### src/logic/spbrg_pkg.sv
// Shared constants for the serial port rate generator: register indices, field positions,
// reset values, transfer lengths and the engine states.
// Assumes a plain register port with a two-bit register index and eight-bit data.
package spbrg_pkg;

   localparam int unsigned DATA_W     = 8;
   localparam int unsigned FIFO_DEPTH = 32;
   localparam int unsigned ADDR_W     = 2;

   localparam logic [1:0] OFF_RELOAD = 2'h0;
   localparam logic [1:0] OFF_BUFFER = 2'h1;
   localparam logic [1:0] OFF_STATUS = 2'h2;
   localparam logic [1:0] OFF_CTRL   = 2'h3;

   localparam int unsigned STAT_SMP  = 7;
   localparam int unsigned STAT_CKE  = 6;
   localparam int unsigned STAT_BUSY = 2;
   localparam int unsigned STAT_BF   = 0;

   localparam int unsigned CTRL_EN   = 0;
   localparam int unsigned CTRL_I2C  = 1;
   localparam int unsigned CTRL_CPOL = 2;
   localparam int unsigned CTRL_ACK  = 6;
   localparam int unsigned CTRL_ROOM = 7;

   localparam logic [7:0] RELOAD_RST = 8'h00;
   localparam logic [7:0] STATUS_RST = 8'h00;
   localparam logic [7:0] CTRL_RST   = 8'h00;
   localparam logic [2:0] PIN_RST    = 3'h6;

   localparam logic [4:0] SPI_LAST_HALF = 5'h0F;
   localparam logic [4:0] I2C_LAST_HALF = 5'h11;

   typedef enum logic {
      ST_IDLE,
      ST_RUN
   } spbrg_state_t;

endpackage : spbrg_pkg

### src/logic/spbrg_top.sv
// Rate generator and shift engine of a combined I2C and SPI master, with a transmit FIFO.
// Assumes one clock, an asynchronous active-low reset and a register port with one-cycle strobes.
`timescale 1ns/1ps

module spbrg_fifo #(
   parameter int unsigned W     = 8,
   parameter int unsigned DEPTH = 32
) (
   input  wire logic         clock,
   input  wire logic         rst_b,
   input  wire logic         in_valid,
   output logic              in_ready,
   input  wire logic [W-1:0] in_data,
   output logic              out_valid,
   input  wire logic         out_ready,
   output logic [W-1:0]      out_data
);
   localparam int unsigned PW = $clog2(DEPTH);

   logic [W-1:0]  mem [DEPTH];
   logic [PW-1:0] wr_q;
   logic [PW-1:0] wr_d;
   logic [PW-1:0] rd_q;
   logic [PW-1:0] rd_d;
   logic [PW:0]   cnt_q;
   logic [PW:0]   cnt_d;
   logic          room_q;
   logic          room_d;
   logic          empty_q;
   logic          empty_d;
   logic          push;
   logic          pop;

   assign in_ready  = room_q;
   assign out_valid = ~empty_q;
   assign out_data  = mem[rd_q];

   always_comb begin
      push    = in_valid & room_q;
      pop     = out_ready & ~empty_q;
      wr_d    = push ? PW'(wr_q + 1'b1) : wr_q;
      rd_d    = pop ? PW'(rd_q + 1'b1) : rd_q;
      cnt_d   = cnt_q;
      if (push && !pop) begin
         cnt_d = (PW+1)'(cnt_q + 1'b1);
      end else if (pop && !push) begin
         cnt_d = (PW+1)'(cnt_q - 1'b1);
      end
      room_d  = (cnt_d != (PW+1)'(DEPTH));
      empty_d = (cnt_d == '0);
   end

   always_ff @(posedge clock or negedge rst_b) begin
      if (!rst_b) begin
         wr_q    <= '0;
         rd_q    <= '0;
         cnt_q   <= '0;
         room_q  <= 1'b1;
         empty_q <= 1'b1;
      end else begin
         wr_q    <= wr_d;
         rd_q    <= rd_d;
         cnt_q   <= cnt_d;
         room_q  <= room_d;
         empty_q <= empty_d;
      end
   end

   // Storage has no reset so that it maps onto plain RAM.
   always_ff @(posedge clock) begin
      if (push) begin
         mem[wr_q] <= in_data;
      end
   end
endmodule : spbrg_fifo

module spbrg_top #(
   parameter int unsigned FIFO_DEPTH = spbrg_pkg::FIFO_DEPTH
) (
   input  wire logic                         clock,
   input  wire logic                         rst_b,
   input  wire logic [spbrg_pkg::ADDR_W-1:0] reg_addr,
   input  wire logic [spbrg_pkg::DATA_W-1:0] reg_wdata,
   input  wire logic                         reg_wr,
   input  wire logic                         reg_rd,
   output logic [spbrg_pkg::DATA_W-1:0]      reg_rdata,
   output logic                              tx_room,
   output logic                              busy,
   output logic                              spi_sck,
   output logic                              spi_sdo,
   input  wire logic                         spi_sdi,
   input  wire logic                         scl_i,
   output logic                              scl_o,
   output logic                              scl_oe,
   input  wire logic                         sda_i,
   output logic                              sda_o,
   output logic                              sda_oe
);
   logic [2:0]               pin_s1_q;
   logic [2:0]               pin_s2_q;
   logic [2:0]               pin_s3_q;
   logic [2:0]               pin_f_q;
   logic [2:0]               pin_f_d;
   logic [7:0]               reload_q;
   logic [7:0]               reload_d;
   logic [7:0]               ctrl_q;
   logic [7:0]               ctrl_d;
   logic                     smp_q;
   logic                     smp_d;
   logic                     cke_q;
   logic                     cke_d;
   logic                     bf_q;
   logic                     bf_d;
   logic                     ack_q;
   logic                     ack_d;
   logic [7:0]               rxbuf_q;
   logic [7:0]               rxbuf_d;
   logic [7:0]               rdata_q;
   logic [7:0]               rdata_d;
   spbrg_pkg::spbrg_state_t  state_q;
   spbrg_pkg::spbrg_state_t  state_d;
   logic [8:0]               cnt_q;
   logic [8:0]               cnt_d;
   logic [4:0]               half_q;
   logic [4:0]               half_d;
   logic [8:0]               tx_q;
   logic [8:0]               tx_d;
   logic [8:0]               rx_q;
   logic [8:0]               rx_d;
   logic                     sck_q;
   logic                     sck_d;
   logic                     sdo_q;
   logic                     sdo_d;
   logic                     scl_oe_q;
   logic                     scl_oe_d;
   logic                     sda_oe_q;
   logic                     sda_oe_d;
   logic                     busy_q;
   logic                     pin_low_q;
   logic                     fifo_wr;
   logic                     fifo_ready;
   logic                     fifo_valid;
   logic                     fifo_pop;
   logic [7:0]               fifo_data;
   logic                     i2c;
   logic                     stall;
   logic                     last;
   logic                     mid;
   logic                     sh;
   logic                     samp;
   logic                     rd_buf;

   assign reg_rdata = rdata_q;
   assign tx_room   = fifo_ready;
   assign busy      = busy_q;
   assign spi_sck   = sck_q;
   assign spi_sdo   = sdo_q;
   assign scl_o     = pin_low_q;
   assign scl_oe    = scl_oe_q;
   assign sda_o     = pin_low_q;
   assign sda_oe    = sda_oe_q;

   assign fifo_wr  = reg_wr && (reg_addr == spbrg_pkg::OFF_BUFFER);
   assign fifo_pop = (state_q == spbrg_pkg::ST_IDLE) && ctrl_q[spbrg_pkg::CTRL_EN];

   // A full FIFO refuses the write; software watches the room flag.
   spbrg_fifo #(
      .W     (spbrg_pkg::DATA_W),
      .DEPTH (FIFO_DEPTH)
   ) u_fifo (
      .clock     (clock),
      .rst_b     (rst_b),
      .in_valid  (fifo_wr),
      .in_ready  (fifo_ready),
      .in_data   (reg_wdata),
      .out_valid (fifo_valid),
      .out_ready (fifo_pop),
      .out_data  (fifo_data)
   );

   // Only agreeing second and third stages move the filtered level, so one-cycle glitches vanish.
   always_comb begin
      pin_f_d = ((pin_s2_q ~^ pin_s3_q) & pin_s2_q) | ((pin_s2_q ^ pin_s3_q) & pin_f_q);
   end

   always_ff @(posedge clock or negedge rst_b) begin
      if (!rst_b) begin
         pin_s1_q <= spbrg_pkg::PIN_RST;
         pin_s2_q <= spbrg_pkg::PIN_RST;
         pin_s3_q <= spbrg_pkg::PIN_RST;
         pin_f_q  <= spbrg_pkg::PIN_RST;
      end else begin
         pin_s1_q <= {sda_i, scl_i, spi_sdi};
         pin_s2_q <= pin_s1_q;
         pin_s3_q <= pin_s2_q;
         pin_f_q  <= pin_f_d;
      end
   end

   always_comb begin
      i2c      = ctrl_q[spbrg_pkg::CTRL_I2C];
      last     = i2c ? (half_q == spbrg_pkg::I2C_LAST_HALF) : (half_q == spbrg_pkg::SPI_LAST_HALF);
      stall    = i2c && half_q[0] && !pin_f_q[1];
      mid      = cke_q ? ~half_q[0] : half_q[0];
      sh       = ~mid && !(!cke_q && (half_q == '0));
      samp     = smp_q ? (sh || last) : mid;
      rd_buf   = reg_rd && (reg_addr == spbrg_pkg::OFF_BUFFER);
      state_d  = state_q;
      cnt_d    = cnt_q;
      half_d   = half_q;
      tx_d     = tx_q;
      rx_d     = rx_q;
      sck_d    = sck_q;
      sdo_d    = sdo_q;
      scl_oe_d = scl_oe_q;
      sda_oe_d = sda_oe_q;
      rxbuf_d  = rxbuf_q;
      ack_d    = ack_q;
      bf_d     = rd_buf ? 1'b0 : bf_q;
      unique case (state_q)
         spbrg_pkg::ST_IDLE: begin
            if (!i2c) begin
               sck_d = ctrl_q[spbrg_pkg::CTRL_CPOL];
            end
            if (fifo_pop && fifo_valid) begin
               state_d = spbrg_pkg::ST_RUN;
               cnt_d   = {reload_q, 1'b1};
               half_d  = '0;
               tx_d    = {fifo_data, 1'b1};
               rx_d    = '0;
               if (i2c) begin
                  scl_oe_d = 1'b1;
                  sda_oe_d = ~fifo_data[7];
               end else begin
                  sdo_d = fifo_data[7];
               end
            end
         end
         spbrg_pkg::ST_RUN: begin
            if (stall) begin
               cnt_d = cnt_q;
            end else if (cnt_q != '0) begin
               cnt_d = cnt_q - 1'b1;
            end else begin
               // Loading twice the reload value plus one gives a half period of 2*(reload+1) cycles.
               cnt_d  = {reload_q, 1'b1};
               half_d = half_q + 1'b1;
               if (i2c) begin
                  if (!half_q[0]) begin
                     scl_oe_d = 1'b0;
                  end else begin
                     rx_d = {rx_q[7:0], pin_f_q[2]};
                     if (!last) begin
                        scl_oe_d = 1'b1;
                        tx_d     = {tx_q[7:0], 1'b1};
                        sda_oe_d = ~tx_q[7];
                     end else begin
                        sda_oe_d = 1'b0;
                     end
                  end
               end else begin
                  sck_d = ~sck_q;
                  if (samp) begin
                     rx_d = {rx_q[7:0], pin_f_q[0]};
                  end
                  if (sh && !last) begin
                     tx_d  = {tx_q[7:0], 1'b1};
                     sdo_d = tx_q[7];
                  end
               end
               if (last) begin
                  // The clock pin is left exactly where the final edge put it.
                  state_d = spbrg_pkg::ST_IDLE;
                  rxbuf_d = i2c ? rx_d[8:1] : rx_d[7:0];
                  ack_d   = i2c ? rx_d[0] : ack_q;
                  bf_d    = 1'b1;
               end
            end
         end
      endcase
   end

   always_ff @(posedge clock or negedge rst_b) begin
      if (!rst_b) begin
         state_q   <= spbrg_pkg::ST_IDLE;
         cnt_q     <= '0;
         half_q    <= '0;
         tx_q      <= '0;
         rx_q      <= '0;
         sck_q     <= 1'b0;
         sdo_q     <= 1'b0;
         scl_oe_q  <= 1'b0;
         sda_oe_q  <= 1'b0;
         rxbuf_q   <= '0;
         ack_q     <= 1'b0;
         bf_q      <= 1'b0;
         busy_q    <= 1'b0;
         pin_low_q <= 1'b0;
      end else begin
         state_q   <= state_d;
         cnt_q     <= cnt_d;
         half_q    <= half_d;
         tx_q      <= tx_d;
         rx_q      <= rx_d;
         sck_q     <= sck_d;
         sdo_q     <= sdo_d;
         scl_oe_q  <= scl_oe_d;
         sda_oe_q  <= sda_oe_d;
         rxbuf_q   <= rxbuf_d;
         ack_q     <= ack_d;
         bf_q      <= bf_d;
         busy_q    <= (state_d == spbrg_pkg::ST_RUN);
         pin_low_q <= 1'b0;
      end
   end

   // Register port; the reload value is not range-checked, so an I2C user must keep it above zero.
   always_comb begin
      reload_d = reload_q;
      ctrl_d   = ctrl_q;
      smp_d    = smp_q;
      cke_d    = cke_q;
      rdata_d  = '0;
      if (reg_wr) begin
         unique case (reg_addr)
            spbrg_pkg::OFF_RELOAD: reload_d = reg_wdata;
            spbrg_pkg::OFF_STATUS: begin
               smp_d = reg_wdata[spbrg_pkg::STAT_SMP];
               cke_d = reg_wdata[spbrg_pkg::STAT_CKE];
            end
            spbrg_pkg::OFF_CTRL: begin
               ctrl_d = '0;
               ctrl_d[spbrg_pkg::CTRL_EN]   = reg_wdata[spbrg_pkg::CTRL_EN];
               ctrl_d[spbrg_pkg::CTRL_I2C]  = reg_wdata[spbrg_pkg::CTRL_I2C];
               ctrl_d[spbrg_pkg::CTRL_CPOL] = reg_wdata[spbrg_pkg::CTRL_CPOL];
            end
            spbrg_pkg::OFF_BUFFER: ctrl_d = ctrl_q;
         endcase
      end
      if (reg_rd) begin
         unique case (reg_addr)
            spbrg_pkg::OFF_RELOAD: rdata_d = reload_q;
            spbrg_pkg::OFF_BUFFER: rdata_d = rxbuf_q;
            spbrg_pkg::OFF_STATUS: begin
               rdata_d[spbrg_pkg::STAT_SMP]  = smp_q;
               rdata_d[spbrg_pkg::STAT_CKE]  = cke_q;
               rdata_d[spbrg_pkg::STAT_BUSY] = busy_q;
               rdata_d[spbrg_pkg::STAT_BF]   = bf_q;
            end
            spbrg_pkg::OFF_CTRL: begin
               rdata_d = ctrl_q;
               rdata_d[spbrg_pkg::CTRL_ACK]  = ack_q;
               rdata_d[spbrg_pkg::CTRL_ROOM] = fifo_ready;
            end
         endcase
      end
   end

   always_ff @(posedge clock or negedge rst_b) begin
      if (!rst_b) begin
         reload_q <= spbrg_pkg::RELOAD_RST;
         ctrl_q   <= spbrg_pkg::CTRL_RST;
         smp_q    <= spbrg_pkg::STATUS_RST[spbrg_pkg::STAT_SMP];
         cke_q    <= spbrg_pkg::STATUS_RST[spbrg_pkg::STAT_CKE];
         rdata_q  <= '0;
      end else begin
         reload_q <= reload_d;
         ctrl_q   <= ctrl_d;
         smp_q    <= smp_d;
         cke_q    <= cke_d;
         rdata_q  <= rdata_d;
      end
   end
endmodule : spbrg_top

### config.mk
export PLATFORM = sky130hd
export DESIGN_NAME = spbrg_top
export DESIGN_NICKNAME = d
export VERILOG_FILES = /design/src/logic/spbrg_pkg.sv /design/src/logic/spbrg_top.sv
export SDC_FILE = /design/constraint.sdc
export NUM_CORES = 1
export LEC_CHECK = 0
export BUFFER_PORTS_ARGS = -buffer_cell sky130_fd_sc_hd__clkbuf_2
export CORE_MARGIN = 2
export CORE_UTILIZATION = 62
export DETAILED_ROUTE_END_ITERATION = 16
export PLACE_DENSITY = 0.75
export RECOVER_POWER = 50
export SETUP_SLACK_MARGIN = 0.02
export SYNTH_ARGS = -nofsm -noshare
export SYNTH_HDL_FRONTEND = slang
export SYNTH_SLANG_ARGS = --single-unit
export TNS_END_PERCENT = 5
### constraint.sdc
create_clock -name clock -period 3.03 [get_ports clock]
set_input_delay 0.303 -clock clock [delete_from_list [all_inputs] [get_ports clock]]
set_output_delay 0.303 -clock clock [all_outputs]
set_load 0.02 [all_outputs]
==> metrics.txt <==
CTS H-tree depth=2; WL per Instance=23.2 um; final instance area=16700 um2; slew margin rel.=-0.243; final setup fails=0; Final Max Slew Viols=276; asr flop ratio synth=0.275; Critical Path RT=3430 ps; P_leak=5.96 nW; # Max-Cap Violations=8; Peak VDD IR=0.744 mV; final WL=31700 um; TritonCTS clock tree=done; synthesized area per cell=15.5 um2; Setup TNS Final=0 ps; dpl cells=1302; CTS buffer count=36; Hold Vio Cnt, Final=0; Chip Height=158 um; Post-DP HPWL=20000 um; fin crit share=0.856; Synth Warn #=0; CP max FO=8; Nets=1055; root buffer cell=clkbuf_16; P&R area growth vs syn=12.9%; die area=25000 um2; min-delay worst type=input port to register; via count=8597; layout cells sized above 1=0.225; crit end category=register; Skew-Pair Late Insertion Delay=520 ps; antenna cells=0; power density cells=799 nW/um2; vias in the first global route=8399; Core Area=23400 um2; vias per std cell=6.29; Most used DFF post-synth=edfxtp_1; EDFF count, synth=256; first-pass GRT wire length=49100 um; drt first pass iters=7; Max Fclk=386 MHz; DRT met1 WL=14000 um; CTS sink cnt=353; Worst Path Arrival=3000 ps; r2r setup slk=440 ps; placed cell area=15500 um2; global route total overflow=0; fin crit period=2590 ps; sequential-to-total area share from yosys stat=0.687; synthesized flop and latch total=353; RSZ-0062 raised after global routing=false; most common cell after layout, fill and taps aside=edfxtp_1; Std-Cell Rows=56; antenna viol nets, final=0; post-synthesis cell area=14700 um2; top sig layer=met4; met3 WL=2080 um; critical path type=register to register; starting density of the core=0.630; Reg clk slew, reported paths=60 ps; non-filler cells, final=1367; Slew @ Worst Pin=1860 ps; Final Skew=22.7 ps; initial antenna violation count=0; GP Congestion=0.838; CP Launch Type=register; IO Port Bufs=30; failing checks=capacitance limit, slew limit; status=finished with violations; Boundary Pins=33; Die W=158 um; commonest cells after routing, fill and taps aside=edfxtp_1 (256), dfrtp_1 (85), nor2_1 (73), nand2_1 (69), buf_4 (55); WL met2=14800 um; DRC viols=0; Syn Inst Count=951; largest net degree at the start of global routing=53; DRT iter0 DRCs=933; Yosys cell types=68; Max Root-Sink Buffers=3; Tot GR Track Use=0.265
[area by class of cell]
cell class	count	area [um2]
Sequential cell	353	10100
Fill cell	1518	6750
Multi-Input combinational cell	532	4330
Clock buffer	46	948
Timing Repair Buffer	91	618
Tap cell	319	399
Clock inverter	15	186
Inverter	11	41.3
[registers in the layout (all words and copies together) (netlist names), 5 cells and up]
signal and flops:
u_fifo.cnt_q 6, u_fifo.wr_q 5, reload_q 8, rxbuf_q 8, u_fifo.rd_q 5, reg_rdata 8
tx_q 8, half_q 5, rx_q 9, u_fifo.mem 256, cnt_q 9
[through the flow]
stage | utilization | worst slack (ps) | power, mW | hold slack, ps
5_1_grt | 0.712 | 151 | 13.8 | 112
6_report | 0.712 | 437 | 13.3 | 94.5
3_3_place_gp | 0.663 | 528 | 8.98 | 340
2_1_floorplan | - | 827 | 8.22 | 7.41
3_5_place_dp | 0.663 | 493 | 9.07 | 348
4_1_cts | 0.713 | 454 | 13.4 | 78.7
[logic make-up (layout without fill, tap and decap cells)]
logic type	after synthesis	in the layout	synth area share
and+or+nand+nor	233	233	0.0758
DFF	353	353	0.687
muxes	128	128	0.133
adders and majority gates	13	13	0.0110
xor gates and xnor gates	16	16	0.00950
AOI/OAI and AO/OA	140	140	0.0635
buffers and inverters	67	163	0.0199
other	1	2	0.000254
[report_power, final]
| part | internal (mW) | total (mW) | switching (mW) |
|---|---|---|---|
| clock | 2.55 | 4.30 | 1.75 |
| sequential | 5.56 | 6.12 | 0.556 |
| combinational | 1.43 | 2.89 | 1.46 |
| total | 9.55 | 13.3 | 3.76 |
[metal layers]
metal  track usage  vias up
li1              -     3795
met4        0.0828        0
met3        0.0443       62
met2         0.402      359
met5             0        -
met1         0.402     4381
[repair_timing]
action | CTS | global route
endpoints found under the setup margin | 0 | 0
buffers inserted | 0 | 0
hold endpoints to repair | 54 | 0
resized for setup | 0 | 0
hold buffers | 4 | 0
[synth_stat cells, drive strengths merged (8+ instances only)]
library cell    n  area share
a21oi          26      0.0088
a22o           10      0.0059
a22oi          23       0.012
a31oi          13      0.0059
buf            29       0.010
clkbuf         27      0.0069
dfrtp          87        0.15
dfstp          10       0.018
edfxtp        256        0.52
ha             13       0.011
inv            11      0.0028
mux2           42       0.034
mux2i          39       0.027
mux4           47       0.072
nand2          70       0.018
nand2b          8      0.0034
nand3          18      0.0061
nor2           73       0.019
nor2b           9      0.0038
nor3            9      0.0031
o21ai          36       0.012
xnor2          13      0.0077
[final timing paths]
kind / startpoint / depth (start not counted) / endpoint
max reg2reg: cnt_q[0] / 7 / rx_q[4]
max in group asynchronous: rst_b / 3 / half_q[2]
min reg2reg: pin_s1_q[0] / 0 / pin_s2_q[0]
max: cnt_q[0] / 7 / rx_q[4]
min in group asynchronous: rst_b / 2 / u_fifo.wr_q[1]
min: reg_rd / 2 / reg_rdata[2]
[worst max-delay path, cell delays in order, from the launching register on]
cell	delay [ps]
dfrtp_1	380
inv_1	90
ha_1	180
or3b_2	530
o31ai_4	300
and2_0	500
o21ai_2	230
a22o_1	290
No activity file was read; power rests on OpenSTA's default activity.
